==> config.mk <==
export PLATFORM = sky130hd
export DESIGN_NAME = act_timing_top
export DESIGN_NICKNAME = d
export VERILOG_FILES = /design/src/inc/act_pkg.sv /design/src/act_clk_div.sv /design/src/act_timing_top.sv
export VERILOG_INCLUDE_DIRS = /design/src /design/src/inc
export SDC_FILE = /design/constraint.sdc
export NUM_CORES = 1
export LEC_CHECK = 0
export ABC_AREA = 1
export BUFFER_PORTS_ARGS = -buffer_cell sky130_fd_sc_hd__buf_4
export CORE_UTILIZATION = 47
export DETAILED_ROUTE_END_ITERATION = 12
export PLACE_DENSITY_LB_ADDON = 0.15
export SETUP_SLACK_MARGIN = 0.05
export SYNTH_ARGS = -nofsm -noshare
export SYNTH_HDL_FRONTEND = slang
export SYNTH_SLANG_ARGS = --single-unit
==> constraint.sdc <==
create_clock -name ref_clk -period 1.3 [get_ports ref_clk]
set_input_delay 0.195 -clock ref_clk [delete_from_list [all_inputs] [get_ports ref_clk]]
set_output_delay 0.195 -clock ref_clk [all_outputs]
set_load 0.01 [all_outputs]
==> src/inc/act_defines.svh <==
// Register map, field positions, reset values and counts for the converter timing block
// Notes on behaviour
// - Source bit 15 set routes internal RC oscillator ticks as conversion clock.
// - Source bit clear divides the instruction cycle clock by the divider field plus one.
// - Auto-sample field bits 12:8 sets sampling length in conversion clock periods.
// - Auto-sample value zero gives zero sampling periods; software should avoid it.
// - Divider field bits 7:0 gives conversion period of field plus one cycles.
`ifndef ACT_DEFINES_SVH
`define ACT_DEFINES_SVH

`define ACT_ADDR_W 4
`define ACT_TIMING_OFS 4'h0
`define ACT_STATUS_OFS 4'h4
`define ACT_CONTROL_OFS 4'h8

`define ACT_SRC_BIT 15
`define ACT_AUTO_SAMPLE_DURATION_HI 12
`define ACT_AUTO_SAMPLE_DURATION_LO 8
`define ACT_DIV_HI 7
`define ACT_DIV_LO 0
`define ACT_START_BIT 0

`define ACT_TIMING_RST 16'h0000
`define ACT_TIMING_WMASK 16'h9FFF

`define ACT_INSTR_DIV 2

`endif

==> src/inc/act_pkg.sv <==
// Types shared by the converter timing block
package act_pkg;

    typedef enum logic [0:0] {
        ACT_IDLE = 1'b0,
        ACT_SAMPLE = 1'b1
    } act_samp_state_t;

    typedef struct packed {
        logic [15:0] timing;
        act_samp_state_t state;
        logic [4:0] sampLeft;
        logic convTick;
        logic sampling;
        logic sampleDone;
        logic waitReq;
        logic [31:0] rdata;
        logic swStart;
    } act_top_state_t;

endpackage : act_pkg

==> src/act_clk_div.sv <==
// Enable-pulse divider: one output pulse per limit+1 input pulses
`timescale 1ns/100ps
module act_clk_div #(
    parameter int WIDTH = 8
) (
    input wire logic ref_clk,
    input wire logic arst_n,
    input wire logic tickIn,
    input wire logic [WIDTH-1:0] limit,
    output logic tickOut
);

    typedef struct packed {
        logic [WIDTH-1:0] cnt;
    } act_div_state_t;

    act_div_state_t s_q;
    act_div_state_t s_d;

    always_comb begin
        s_d = s_q;
        tickOut = 1'b0;
        if (tickIn) begin
            // Compare with >= so a shrunken limit wraps at once instead of running to overflow
            if (s_q.cnt >= limit) begin
                s_d.cnt = '0;
                tickOut = 1'b1;
            end else begin
                s_d.cnt = s_q.cnt + 1'b1;
            end
        end
    end

    always_ff @(posedge ref_clk or negedge arst_n) begin
        if (!arst_n) begin
            s_q <= '0;
        end else begin
            s_q <= s_d;
        end
    end

    a_div_wrap: assert property (@(posedge ref_clk) disable iff (!arst_n)
        (tickIn && s_q.cnt >= limit) |=> (s_q.cnt == '0))
        else $error("divider did not wrap at its limit");

    a_div_hold: assert property (@(posedge ref_clk) disable iff (!arst_n)
        !tickIn |-> !tickOut ##1 $stable(s_q.cnt))
        else $error("divider moved without an input pulse");

endmodule : act_clk_div

==> src/act_timing_top.sv <==
// Converter clock source, clock divider and auto-sample timer with Avalon-MM registers
//
// The Avalon-MM interface to the registers and the placing of the registers are this design's own decisions.
`timescale 1ns/100ps
`include "act_defines.svh"
module act_timing_top #(
    parameter int INSTR_DIV = `ACT_INSTR_DIV
) (
    input wire logic ref_clk,
    input wire logic arst_n,
    input wire logic [`ACT_ADDR_W-1:0] avs_address,
    input wire logic avs_read,
    input wire logic avs_write,
    input wire logic [31:0] avs_writedata,
    input wire logic [3:0] avs_byteenable,
    output logic [31:0] avs_readdata,
    output logic avs_waitrequest,
    input wire logic rcClkEn,
    input wire logic sampleStart,
    output logic convClkTick,
    output logic sampling,
    output logic sampleDone,
    output logic convSourceRc
);

    localparam logic [7:0] INSTR_LIMIT = 8'(INSTR_DIV - 1);
    localparam int ACK_MIN = 1;
    localparam int ACK_MAX = 1;

    act_pkg::act_top_state_t s_q;
    act_pkg::act_top_state_t s_d;

    logic instrEn;
    logic divTick;
    logic startReq;
    logic [4:0] sampDur;

    function automatic logic [31:0] readReg(
        input logic [`ACT_ADDR_W-1:0] addr,
        input act_pkg::act_top_state_t st
    );
        logic [31:0] val;
        val = 32'h0000_0000;
        unique case (addr)
            `ACT_TIMING_OFS: val[15:0] = st.timing;
            `ACT_STATUS_OFS: begin
                val[0] = st.sampling;
                val[1] = st.timing[`ACT_SRC_BIT];
                val[12:8] = st.sampLeft;
            end
            default: val = 32'h0000_0000;
        endcase
        return val;
    endfunction : readReg

    function automatic logic [15:0] mergeLanes(
        input logic [15:0] oldVal,
        input logic [15:0] newVal,
        input logic [1:0] be
    );
        logic [15:0] res;
        res = oldVal;
        if (be[0]) begin
            res[7:0] = newVal[7:0];
        end
        if (be[1]) begin
            res[15:8] = newVal[15:8];
        end
        return res;
    endfunction : mergeLanes

    // Instruction cycle enable from the system clock
    act_clk_div #(
        .WIDTH(8)
    ) u_instr_div (
        .ref_clk(ref_clk),
        .arst_n(arst_n),
        .tickIn(1'b1),
        .limit(INSTR_LIMIT),
        .tickOut(instrEn)
    );

    // Conversion clock from instruction cycles
    act_clk_div #(
        .WIDTH(8)
    ) u_conv_div (
        .ref_clk(ref_clk),
        .arst_n(arst_n),
        .tickIn(instrEn),
        .limit(s_q.timing[`ACT_DIV_HI:`ACT_DIV_LO]),
        .tickOut(divTick)
    );

    assign sampDur = s_q.timing[`ACT_AUTO_SAMPLE_DURATION_HI:`ACT_AUTO_SAMPLE_DURATION_LO];
    assign startReq = sampleStart || s_q.swStart;

    always_comb begin
        s_d = s_q;
        s_d.sampleDone = 1'b0;
        s_d.swStart = 1'b0;

        // Conversion clock source
        s_d.convTick = s_q.timing[`ACT_SRC_BIT] ? rcClkEn : divTick;

        // Auto-sample timer counts conversion clock periods
        unique case (s_q.state)
            act_pkg::ACT_IDLE: begin
                if (startReq) begin
                    if (sampDur == 5'h00) begin
                        s_d.sampleDone = 1'b1;
                    end else begin
                        s_d.state = act_pkg::ACT_SAMPLE;
                        s_d.sampLeft = sampDur;
                        s_d.sampling = 1'b1;
                    end
                end
            end
            act_pkg::ACT_SAMPLE: begin
                if (s_q.convTick) begin
                    s_d.sampLeft = s_q.sampLeft - 5'h01;
                    if (s_q.sampLeft == 5'h01) begin
                        s_d.state = act_pkg::ACT_IDLE;
                        s_d.sampling = 1'b0;
                        s_d.sampleDone = 1'b1;
                    end
                end
            end
        endcase

        // Avalon slave: acknowledge one cycle after the request, act at the acknowledge edge
        if (s_q.waitReq) begin
            if (avs_read || avs_write) begin
                s_d.waitReq = 1'b0;
                if (avs_read) begin
                    s_d.rdata = readReg(avs_address, s_q);
                end
            end
        end else begin
            s_d.waitReq = 1'b1;
            if (avs_write) begin
                unique case (avs_address)
                    `ACT_TIMING_OFS: begin
                        // Reserved bits are dropped and read back as zero
                        s_d.timing = mergeLanes(s_q.timing, avs_writedata[15:0], avs_byteenable[1:0])
                            & `ACT_TIMING_WMASK;
                    end
                    `ACT_CONTROL_OFS: begin
                        s_d.swStart = avs_byteenable[0] && avs_writedata[`ACT_START_BIT];
                    end
                    default: begin
                    end
                endcase
            end
        end
    end

    always_ff @(posedge ref_clk or negedge arst_n) begin
        if (!arst_n) begin
            s_q <= '0;
            s_q.timing <= `ACT_TIMING_RST;
            s_q.state <= act_pkg::ACT_IDLE;
            s_q.waitReq <= 1'b1;
        end else begin
            s_q <= s_d;
        end
    end

    assign avs_readdata = s_q.rdata;
    assign avs_waitrequest = s_q.waitReq;
    assign convClkTick = s_q.convTick;
    assign sampling = s_q.sampling;
    assign sampleDone = s_q.sampleDone;
    assign convSourceRc = s_q.timing[`ACT_SRC_BIT];

    // Helper logic read only by the checks below
    logic seenCycle_q;
    logic [4:0] durLatched_q;
    logic [5:0] tickCount_q;
    logic [8:0] instrCount_q;
    logic [7:0] prevDiv_q;
    logic divDirty_q;

    always_ff @(posedge ref_clk or negedge arst_n) begin
        if (!arst_n) begin
            seenCycle_q <= 1'b0;
            durLatched_q <= 5'h00;
            tickCount_q <= 6'h00;
            instrCount_q <= 9'h000;
            prevDiv_q <= 8'h00;
            divDirty_q <= 1'b0;
        end else begin
            seenCycle_q <= 1'b1;
            prevDiv_q <= s_q.timing[7:0];
            if (s_q.state == act_pkg::ACT_IDLE && startReq) begin
                durLatched_q <= sampDur;
                tickCount_q <= 6'h00;
            end else if (s_q.state == act_pkg::ACT_SAMPLE && s_q.convTick) begin
                tickCount_q <= tickCount_q + 6'h01;
            end
            if (divTick) begin
                instrCount_q <= 9'h000;
                divDirty_q <= 1'b0;
            end else begin
                if (instrEn) begin
                    instrCount_q <= instrCount_q + 9'h001;
                end
                if (prevDiv_q != s_q.timing[7:0]) begin
                    divDirty_q <= 1'b1;
                end
            end
        end
    end

    a_rc_source_tick: assert property (@(posedge ref_clk) disable iff (!arst_n)
        s_q.timing[`ACT_SRC_BIT] |-> ##1 (convClkTick == $past(rcClkEn)))
        else $error("conversion tick does not follow RC oscillator");

    a_sys_source_tick: assert property (@(posedge ref_clk) disable iff (!arst_n)
        !s_q.timing[`ACT_SRC_BIT] |-> ##1 (convClkTick == $past(divTick)))
        else $error("conversion tick does not follow divided clock");

    a_div_period: assert property (@(posedge ref_clk) disable iff (!arst_n)
        (divTick && !divDirty_q && prevDiv_q == s_q.timing[7:0])
        |-> (instrCount_q + 9'h001) == ({1'b0, s_q.timing[7:0]} + 9'h001))
        else $error("conversion period is not divider plus one cycles");

    a_sample_len: assert property (@(posedge ref_clk) disable iff (!arst_n)
        (sampleDone && durLatched_q != 5'h00) |-> tickCount_q == {1'b0, durLatched_q})
        else $error("sampling length differs from auto-sample field");

    a_zero_sample: assert property (@(posedge ref_clk) disable iff (!arst_n)
        (s_q.state == act_pkg::ACT_IDLE && startReq && sampDur == 5'h00) |=> (sampleDone && !sampling))
        else $error("zero auto-sample did not finish at once");

    a_reset_value: assert property (@(posedge ref_clk) disable iff (!arst_n)
        !seenCycle_q |-> (s_q.timing == `ACT_TIMING_RST && !convSourceRc))
        else $error("timing register not cleared by reset");

    a_reserved_zero: assert property (@(posedge ref_clk) disable iff (!arst_n)
        (!avs_waitrequest && avs_read && avs_address == `ACT_TIMING_OFS) |-> avs_readdata[14:13] == 2'b00)
        else $error("reserved timing bits read as non-zero");

    a_bus_ack: assert property (@(posedge ref_clk) disable iff (!arst_n)
        ((avs_read || avs_write) && avs_waitrequest) |-> ##[ACK_MIN:ACK_MAX] !avs_waitrequest)
        else $error("bus request not acknowledged in time");

    a_ack_single: assert property (@(posedge ref_clk) disable iff (!arst_n)
        !avs_waitrequest |=> avs_waitrequest)
        else $error("acknowledge lasted more than one cycle");

endmodule : act_timing_top

; ---- After elaboration in Yosys (flattened, before gate mapping)
; Index checks and enable logic that the tools add are counted.
[word_totals]
reg_bits = 57
inputBits = 46
output_inout_bits = 37
elab_cells = 63
[op_classes]
add_sub_neg = 3
order_cmp = 2
n_eq_ne = 7
muxes = 27
bitwise_logic = 2
n_reduce_logical = 10
[ops]
columns = op, count
row1 = 33-bit two-way mux, 1
row2 = 6-bit two-way mux, 4
row3 = 8-bit by 1-bit adder with 8-bit output (second input constant), 2
row4 = 16-bit two-way mux, 1
row5 = 8-bit two-way mux, 2
row6 = 6-bit one-hot mux with 2 select lines, 1
row7 = 4-bit AND reduction, 3
row8 = 1-bit two-way mux, 11
row9 = 5-bit one-hot mux with 2 select lines, 1
row10 = 8-bit by 1-bit greater-or-equal comparator with 1-bit output (second input constant), 1
row11 = 8-bit greater-or-equal comparator, 1
row12 = 2-bit one-hot mux with 2 select lines, 2
row13 = 2-bit two-way mux, 3
row14 = 2-bit inequality test (second input constant), 3
row15 = 3-bit AND reduction, 2
row16 = 5-bit by 1-bit equality test with 1-bit output (second input constant), 1
row17 = 5-bit logical NOT, 1
row18 = 5-bit by 1-bit subtractor with 5-bit output (second input constant), 1
row19 = 4-bit by 3-bit equality test with 1-bit output (second input constant), 1
row20 = 4-bit equality test (second input constant), 1
row21 = 4-bit logical NOT, 1
row22 = 3-bit two-way mux, 1
row23 = 1-bit logical OR, 2
row24 = 2-bit by 1-bit inequality test with 1-bit output (second input constant), 1
row25 = other kinds (2), 3

; ---- Longest topological paths before layout
; Gate-level depths: netlist (run 1).
[logic_depth]
word_depth = 5
depth_mapped = 11
depth_no_buf = 11

; ---- Modules after synthesis
; From an unflattened synthesis (run 1), not the netlist that was laid out.
[hier_totals]
hier_cells = 420
area_unflattened_um2 = 3326.9
[by_module_without_submodules]
columns = mod, n_inst, cells_each, area_each_um2
row1 = act_timing_top, 1, 252, 2029.4
row2 = act_clk_div at u_conv_div, 1, 85, 649.4
row3 = act_clk_div at u_instr_div, 1, 83, 648.1

; ---- Least setup slack after synthesis (run 1)
; OpenSTA, ideal clock, no wires.
[synth_timing]
path_type = register to register
from = register s_q[50] in the netlist's numbering
to = register s_q (netlist bit convClkTick)
setup_ns = 0.117
arrival_time_ns = 1.276
setup_slack_ns = -0.093
stages_incl_launch_ff = 8
path_buffers = 0
cell_sequence = dfrtp_1 inv_1 ha_1 a21o_1 nor2_1 nand2_1 nand3_1 nand2_1
[synth_rtl]
columns = item, line_no
row1 = start: declaration, act_timing_top.sv:30  ; act_pkg::act_top_state_t s_q;

; ---- Final worst setup path (run 1)
[layout_timing]
from = register s_q[50] in the netlist's numbering
to = register u_conv_div.s_q[6] in the netlist's numbering
[layout_via]
elab_chain_cells = 2
[layout_lines]
columns = item, line_no
row1 = 8-bit greater-or-equal comparator, act_clk_div.sv:25  ; if (s_q.cnt >= limit) begin
row2 = 8-bit two-way mux, act_clk_div.sv:25
row3 = end signal: assignment, act_clk_div.sv:36  ; s_q <= '0;
row4 = end signal: assignment, act_clk_div.sv:38  ; s_q <= s_d;
row5 = end: declaration, act_clk_div.sv:17  ; act_div_state_t s_q;
; No other way between the ends.
; A chain may end at the register's enable or synchronous reset.

==> impl_metrics.py, run 1 <==
metrics = {
    "outcome": {
        "status": "finished, violations left",
        "violations": "setup timing",
    },
    "logic_synthesis": {
        "synthSimpleGateAreaFrac_pct": 23.78,
        "synth_xor_area_share_pct": 0.8776,
        "synth_adder_area_share_pct": 5.850,
        "synth_area_um2": 2994,
        "yosysTopAreaCellShare_pct": 45.13,
        "yosysSeqAreaShare_pct": 46.01,
        "synth-seq-cells": 55,
        "synth_top_family_by_area": "simple AND/OR/NAND/NOR gates",
        "synthTopCellsByArea": "dfrtp_1 (45%), nand2_1 (13%), buf_4 (8.0%)",
        "yosysWarningCount": 0,
        "syn_inst": 356,
        "synth_cell_types": 33,
        "yosys.area.top_type": "dfrtp_1",
        "synth_compound_area_share_pct": 8.065,
        "synth_mux_area_share_pct": 0,
        "syn_avg_cell_area_um2": 8.410,
    },
    "job": {
        "max_cap_viol_count": 0,
    },
    "placed_design": {
        "hpwl_um": 4450,
        "pre_cts_slack_ns": -0.1525,
        "place.port_buffers": 44,
        "place_inst": 487,
        "gp_congestion": 0.8780,
    },
    "setup_path": {
        "critPathArrivalTime_ns": 1.66,
        "cp_slowest_cell": "dfrtp_1",
        "endpoint": "u_conv_div.s_q[6]",
        "crit_type": "flip-flop to flip-flop",
        "crit_fanout": 3,
        "max_stage_delay_ns": 0.39,
        "cp-end-kind": "flip-flop",
        "start_kind": "flip-flop",
        "crit_chain": "inv_1, ha_4, a21o_1, nor2_4, buf_4, nand4_1, nand2_1",
        "cp.required_ns": 1.55,
        "r2r_cells": 7,
        "r2r-end": "u_conv_div.s_q[6]",
        "reg2reg_from": "s_q[50]",
        "rrSetupSlack_ns": -0.11,
        "startpoint": "s_q[50]",
    },
    "die": {
        "coreArea_um2": 6026,
        "ios": 83,
        "fp.dieW_um": 81.82,
        "initial_core_util_pct": 49.69,
        "die_y_um": 81.82,
        "design.die.area_um2": 6694,
        "rows": 28,
    },
    "cells_and_area": {
        "mostFrequentLayoutCell": "nand2_1",
        "final_cell_mix": "nand2_1 (91), buf_4 (74), dfrtp_1 (54), inv_1 (38), conb_1 (23)",
        "num_antenna_cells": 0,
        "layout-drive-gt1-share_pct": 34.03,
        "final_cells": 507,
        "fin_util_pct": 63.89,
        "nNetsFinal": 491,
        "syn2layout_area_growth_pct": 28.58,
        "fillers": 535,
    },
    "timing": {
        "fmax_ghz": 0.7081,
        "rsz0062_at_grt": "yes",
        "hold_violations": 0,
        "fin_ws_ns": -0.1122,
        "period_minus_slack_ns": 1.412,
        "post-route-period-util_pct": 108.6,
        "timing.setup.tns_ns": -0.7568,
        "setup_viol": 9,
        "drv_slew": 0,
        "finClkSkew_ns": 0.007106,
    },
    "min_path": {
        "worstHoldPathType": "primary input to flip-flop",
    },
    "global_routing": {
        "antenna_found_initial": 0,
        "use_met1_pct": 26.64,
        "gr-usage-met3_pct": 3.889,
        "overflow": 0,
        "met2_usage_pct": 33.39,
        "grt_use_total_pct": 20.24,
        "grt_busiest_layer": "met2",
        "grt_start_max_net_pins": 56,
        "grt_pass1_vias": 2327,
        "grt_pass1_wl_um": 10300,
    },
    "clocking": {
        "cts_tree": "yes",
        "clock_sinks": 55,
        "htree_levels": 2,
        "path_clk_slew_ns": 0.09,
        "cts_buffers": 5,
        "insertion_delay_ns": 0.31,
        "cts_max_path_buffers": 2,
        "root_buffer": "clkbuf_8",
    },
    "route": {
        "postRouteAntennaNets": 0,
        "totalWireLength_um": 6248,
        "drt_iter0_drc": 117,
        "via_count": 2402,
        "viasPerCell": 4.738,
        "wl_per_cell_um": 12.32,
        "drc": 0,
        "first_pass_iters": 4,
    },
    "pwr": {
        "total_power_uw": 6128,
        "power.leakage_uw": 0.002029,
        "vdd.ir_drop.worst_uv": 839.5,
        "p_per_area_nw_per_um2": 1592,
    },
}
==> kinds of logic (layout without fill, tap and decap cells) <==
group / Yosys count / in the layout
compound gates: 39 / 39
xor+xnor: 3 / 3
fa+ha+maj: 14 / 14
buf+inv: 83 / 136
flops: 55 / 55
other cells: 1 / 23
simple gates: 161 / 162
==> worst min-delay path by stage <==
stage               cells after the start              end  startpoint  slack (ns)
CTS                                     2  avs_waitrequest    avs_read        0.04
global placement                        2          s_q[41]      arst_n        0.20
finish                                  2  avs_waitrequest    avs_read        0.06
detailed placement                      2          s_q[41]      arst_n        0.20
global route                            2  avs_waitrequest    avs_read        0.06
floorplan                               0  avs_readdata[0]      arst_n       -0.10
==> flip-flops by register name, indices dropped and copies added (netlist names) <==
| signal | cells |
|---|---|
| u_conv_div.s_q | 8 |
| sampling | 1 |
| avs_readdata | 14 |
| avs_waitrequest | 1 |
| convSourceRc | 1 |
| s_q | 20 |
| u_instr_div.s_q | 8 |
| convClkTick | 1 |
| sampleDone | 1 |
==> synth_stat cells, drive strengths merged <==
library cell,count
xor2,2
a21oi,3
dfstp,1
o211ai,4
nor3,1
o22ai,6
and2,1
dfrtp,54
nand2,107
conb,1
nand3,16
o21ai,25
ha,14
clkbuf,1
xnor2,1
nand4,4
inv,47
nand3b,1
or2,1
buf,35
nor2,30
a21o,1
==> timing repair <==
action | 4_1_cts | 5_1_grt
pin swaps | 8 | 10
cloned | 0 | 1
hold endpoints to repair | 54 | 0
hold buffers | 1 | 0
setup endpoints to repair | 16 | 33
setup buffers | 4 | 6
resized for setup | 26 | 25
==> through the flow <==
step	area [um^2]	hold slack, ns
2_1_floorplan	3082	-0.1006
3_3_place_gp	3445	0.2011
3_5_place_dp	3445	0.1999
4_1_cts	3716	0.03580
5_1_grt	3850	0.06273
6_report	3850	0.05549
==> critical path: cells and delay by family, from the launching register on <==
family	cells	cell delay (ns)
flops	1	0.39
simple gates	3	0.33
buf+inv	2	0.24
fa+ha+maj	1	0.22
compound gates	1	0.18
==> per-layer routing <==
metal | routed length (um) | up-vias
met2 | 3112 | 56
met4 | 91 | 0
li1 | - | 1208
met1 | 2822 | 1128
met3 | 222 | 10
met5 | 0 | -
==> final cells by class <==
| type | count | area, um^2 | area share, % |
|---|---|---|---|
| Multi-Input combinational cell | 241 | 1439 | 37.37 |
| Sequential cell | 55 | 1378 | 35.78 |
| Timing Repair Buffer | 81 | 654.4 | 17.00 |
| Inverter | 47 | 178.9 | 4.647 |
| Tap cell | 75 | 93.84 | 2.437 |
| Clock buffer | 7 | 76.32 | 1.982 |
| Clock inverter | 1 | 30.03 | 0.7800 |
==> where the power goes <==
| group | switching [uW] | internal, uW | total, uW | leakage [uW] |
|---|---|---|---|---|
| clock | 540 | 577 | 1120 | 0.0000524 |
| combinational | 1360 | 1260 | 2620 | 0.00131 |
| sequential | 299 | 2090 | 2390 | 0.000667 |
No activity file was read; power rests on OpenSTA's default activity.
==> run 2, diff against run 1 <==
--- a/config.mk
+++ b/config.mk
@@ -8,6 +8,8 @@
 export LEC_CHECK = 0
 export ABC_AREA = 1
 export BUFFER_PORTS_ARGS = -buffer_cell sky130_fd_sc_hd__buf_4
+export CORE_ASPECT_RATIO = 1.75
+export CORE_MARGIN = 4
 export CORE_UTILIZATION = 47
 export DETAILED_ROUTE_END_ITERATION = 12
 export PLACE_DENSITY_LB_ADDON = 0.15
==> run 2 against run 1 <==
Compared with the run above:
- the flow still finishes with violations (setup timing)
- combinational power down 3%
- flip-flop and latch count unchanged
- sequential power about the same
- register-to-register slack about the same
- global-route usage down 1.7 points
- clock-buffer cell count unchanged
- via count up 0.17%
==> impl_metrics.py, run 2 (synthesized netlist as in run 1, its figures left out) <==
metrics = {
    "die": {
        "coreArea_um2": 6181,
        "ios": 83,
        "design.die.area_um2": 7762,
        "rows": 38,
        "initial_core_util_pct": 48.44,
        "fp.dieW_um": 68.34,
        "die_y_um": 113.6,
    },
    "pwr": {
        "clockPowerShare_pct": 16.7,
        "switching_share_pct": 36.70,
        "power.leakage_uw": 0.002046,
        "p_switching_uw": 2161,
        "p_seq_share_pct": 40.3,
        "combPwrFrac_pct": 43.0,
        "p_int_uw": 3728,
        "vdd.ir_drop.worst_uv": 1073,
        "p_per_area_nw_per_um2": 1542,
    },
    "cells_and_area": {
        "final_cells": 515,
        "layout-drive-gt1-share_pct": 32.64,
        "nNetsFinal": 494,
        "final_cell_mix": "nand2_1 (95), buf_4 (79), dfrtp_1 (54), inv_1 (36), conb_1 (23)",
        "design_area_um2": 3819,
        "num_antenna_cells": 0,
        "mostFrequentLayoutCell": "nand2_1",
        "syn2layout_area_growth_pct": 27.54,
        "largest_reg_flops": 20,
        "top_register": "s_q",
    },
    "route": {
        "drt_iter0_drc": 102,
        "via_count": 2406,
        "drc": 0,
        "viasPerCell": 4.672,
        "totalWireLength_um": 6583,
        "postRouteAntennaNets": 0,
        "first_pass_iters": 4,
        "wl_per_cell_um": 12.78,
    },
    "job": {
        "max_cap_viol_count": 0,
    },
    "global_routing": {
        "grt_pass1_vias": 2508,
        "grt_use_total_pct": 18.52,
        "grt_pass1_wl_um": 10930,
        "grt_start_max_net_pins": 21,
        "overflow": 0,
        "antenna_found_initial": 0,
    },
    "timing": {
        "setup_viol": 9,
        "period_minus_slack_ns": 1.426,
        "hold_violations": 0,
        "rsz0062_at_grt": "yes",
        "post-route-period-util_pct": 109.7,
        "drv_slew": 0,
        "finClkSkew_ns": 0.007964,
        "fmax_ghz": 0.7014,
        "fin_ws_ns": -0.1257,
    },
    "clocking": {
        "cts_max_path_buffers": 2,
        "root_buffer": "clkbuf_8",
        "path_clk_slew_ns": 0.09,
        "cts_buffers": 5,
        "insertion_delay_ns": 0.31,
        "cts_tree": "yes",
        "htree_levels": 2,
        "clock_sinks": 55,
    },
    "placed_design": {
        "place_area_um2": 3481,
        "gp_congestion": 0.8483,
        "place.port_buffers": 44,
        "place_inst": 496,
        "hpwl_um": 5231,
    },
    "setup_path": {
        "crit_fanout": 4,
        "cp.required_ns": 1.51,
        "crit_type": "flip-flop to flip-flop",
        "start_kind": "flip-flop",
        "cp-end-kind": "flip-flop",
        "crit_chain": "ha_4, nand2_4, nor2_2, nor2_1, nand2_1, nand2_4, buf_4, nand4_1, nand2_1",
        "cp_slowest_cell": "dfrtp_1",
        "max_stage_delay_ns": 0.42,
        "critPathArrivalTime_ns": 1.64,
    },
    "outcome": {
        "violations": "setup timing",
        "status": "finished, violations left",
    },
    "min_path": {
        "worstHoldPathType": "primary input to flip-flop",
    },
}
-- run 2: area by class of cell --
class,instances,area (um^2)
clock inverter,1,5.005
multi-input combinational,240,1379
sequential,55,1378
fill,577,2362
timing repair buffer,85,694.4
inverter,47,176.4
tap,80,100.1
clock buffer,7,86.33
-- run 2: layer usage --
metal,vias up,part of all wire [%],global-route usage [%]
met3,15,3.8,3.054
li1,1216,-,-
met1,1126,34,18.39
met5,-,0,0
met2,49,59,35.24
met4,0,3.6,8.499
-- run 2: critical path: cells and delay by family (launching register included) --
family        cells  cell delay, ns
simple gates      7            0.47
fa+ha+maj         1            0.30
buf+inv           1            0.14
flops             1            0.42
-- run 2: path summary, 6_finish.rpt --
kind / startpoint / end / slack [ns] / depth (start not counted)
max reg2reg: u_conv_div.s_q[3] / u_conv_div.s_q[6] / -0.13 / 9
min: avs_read / avs_waitrequest / 0.05 / 2
max in group asynchronous: arst_n / s_q[37] / 0.56 / 3
min in group asynchronous: arst_n / sampleDone / 0.30 / 2
max: u_conv_div.s_q[3] / u_conv_div.s_q[6] / -0.13 / 9
min reg2reg: avs_readdata[8] / avs_readdata[8] / 0.49 / 2
-- run 2: metrics by stage --
step / setup WS [ns] / util, % / power [uW] / hold slack (ns) / setup TNS (ns)
floorplan: -0.04742 / - / 3754 / -0.1006 / -0.2234
global placement: -0.1590 / 56.32 / 4511 / 0.09389 / -1.048
detailed placement: -0.1805 / 56.32 / 4584 / 0.09424 / -1.296
CTS: -0.1751 / 59.31 / 5660 / 0.03101 / -1.351
global route: -0.2434 / 61.78 / 6405 / 0.04840 / -1.946
finish: -0.1257 / 61.78 / 5890 / 0.04508 / -0.8713
-- run 2: timing repair --
action / CTS / global route
buffers inserted: 5 / 5
hold buffers: 1 / 0
endpoints found under the hold margin: 16 / 0
setup endpoints to repair: 15 / 25
pin swaps: 7 / 13
gates resized for setup: 10 / 30
-- run 2: power groups by stage --
stage | registers, uW | clock network, uW | logic (uW)
detailed placement | 2360 | 0 | 2220
floorplan | 2370 | 0 | 1380
finish | 2370 | 981 | 2540
global placement | 2350 | 0 | 2160
CTS | 2340 | 1010 | 2310
global route | 2420 | 1080 | 2900
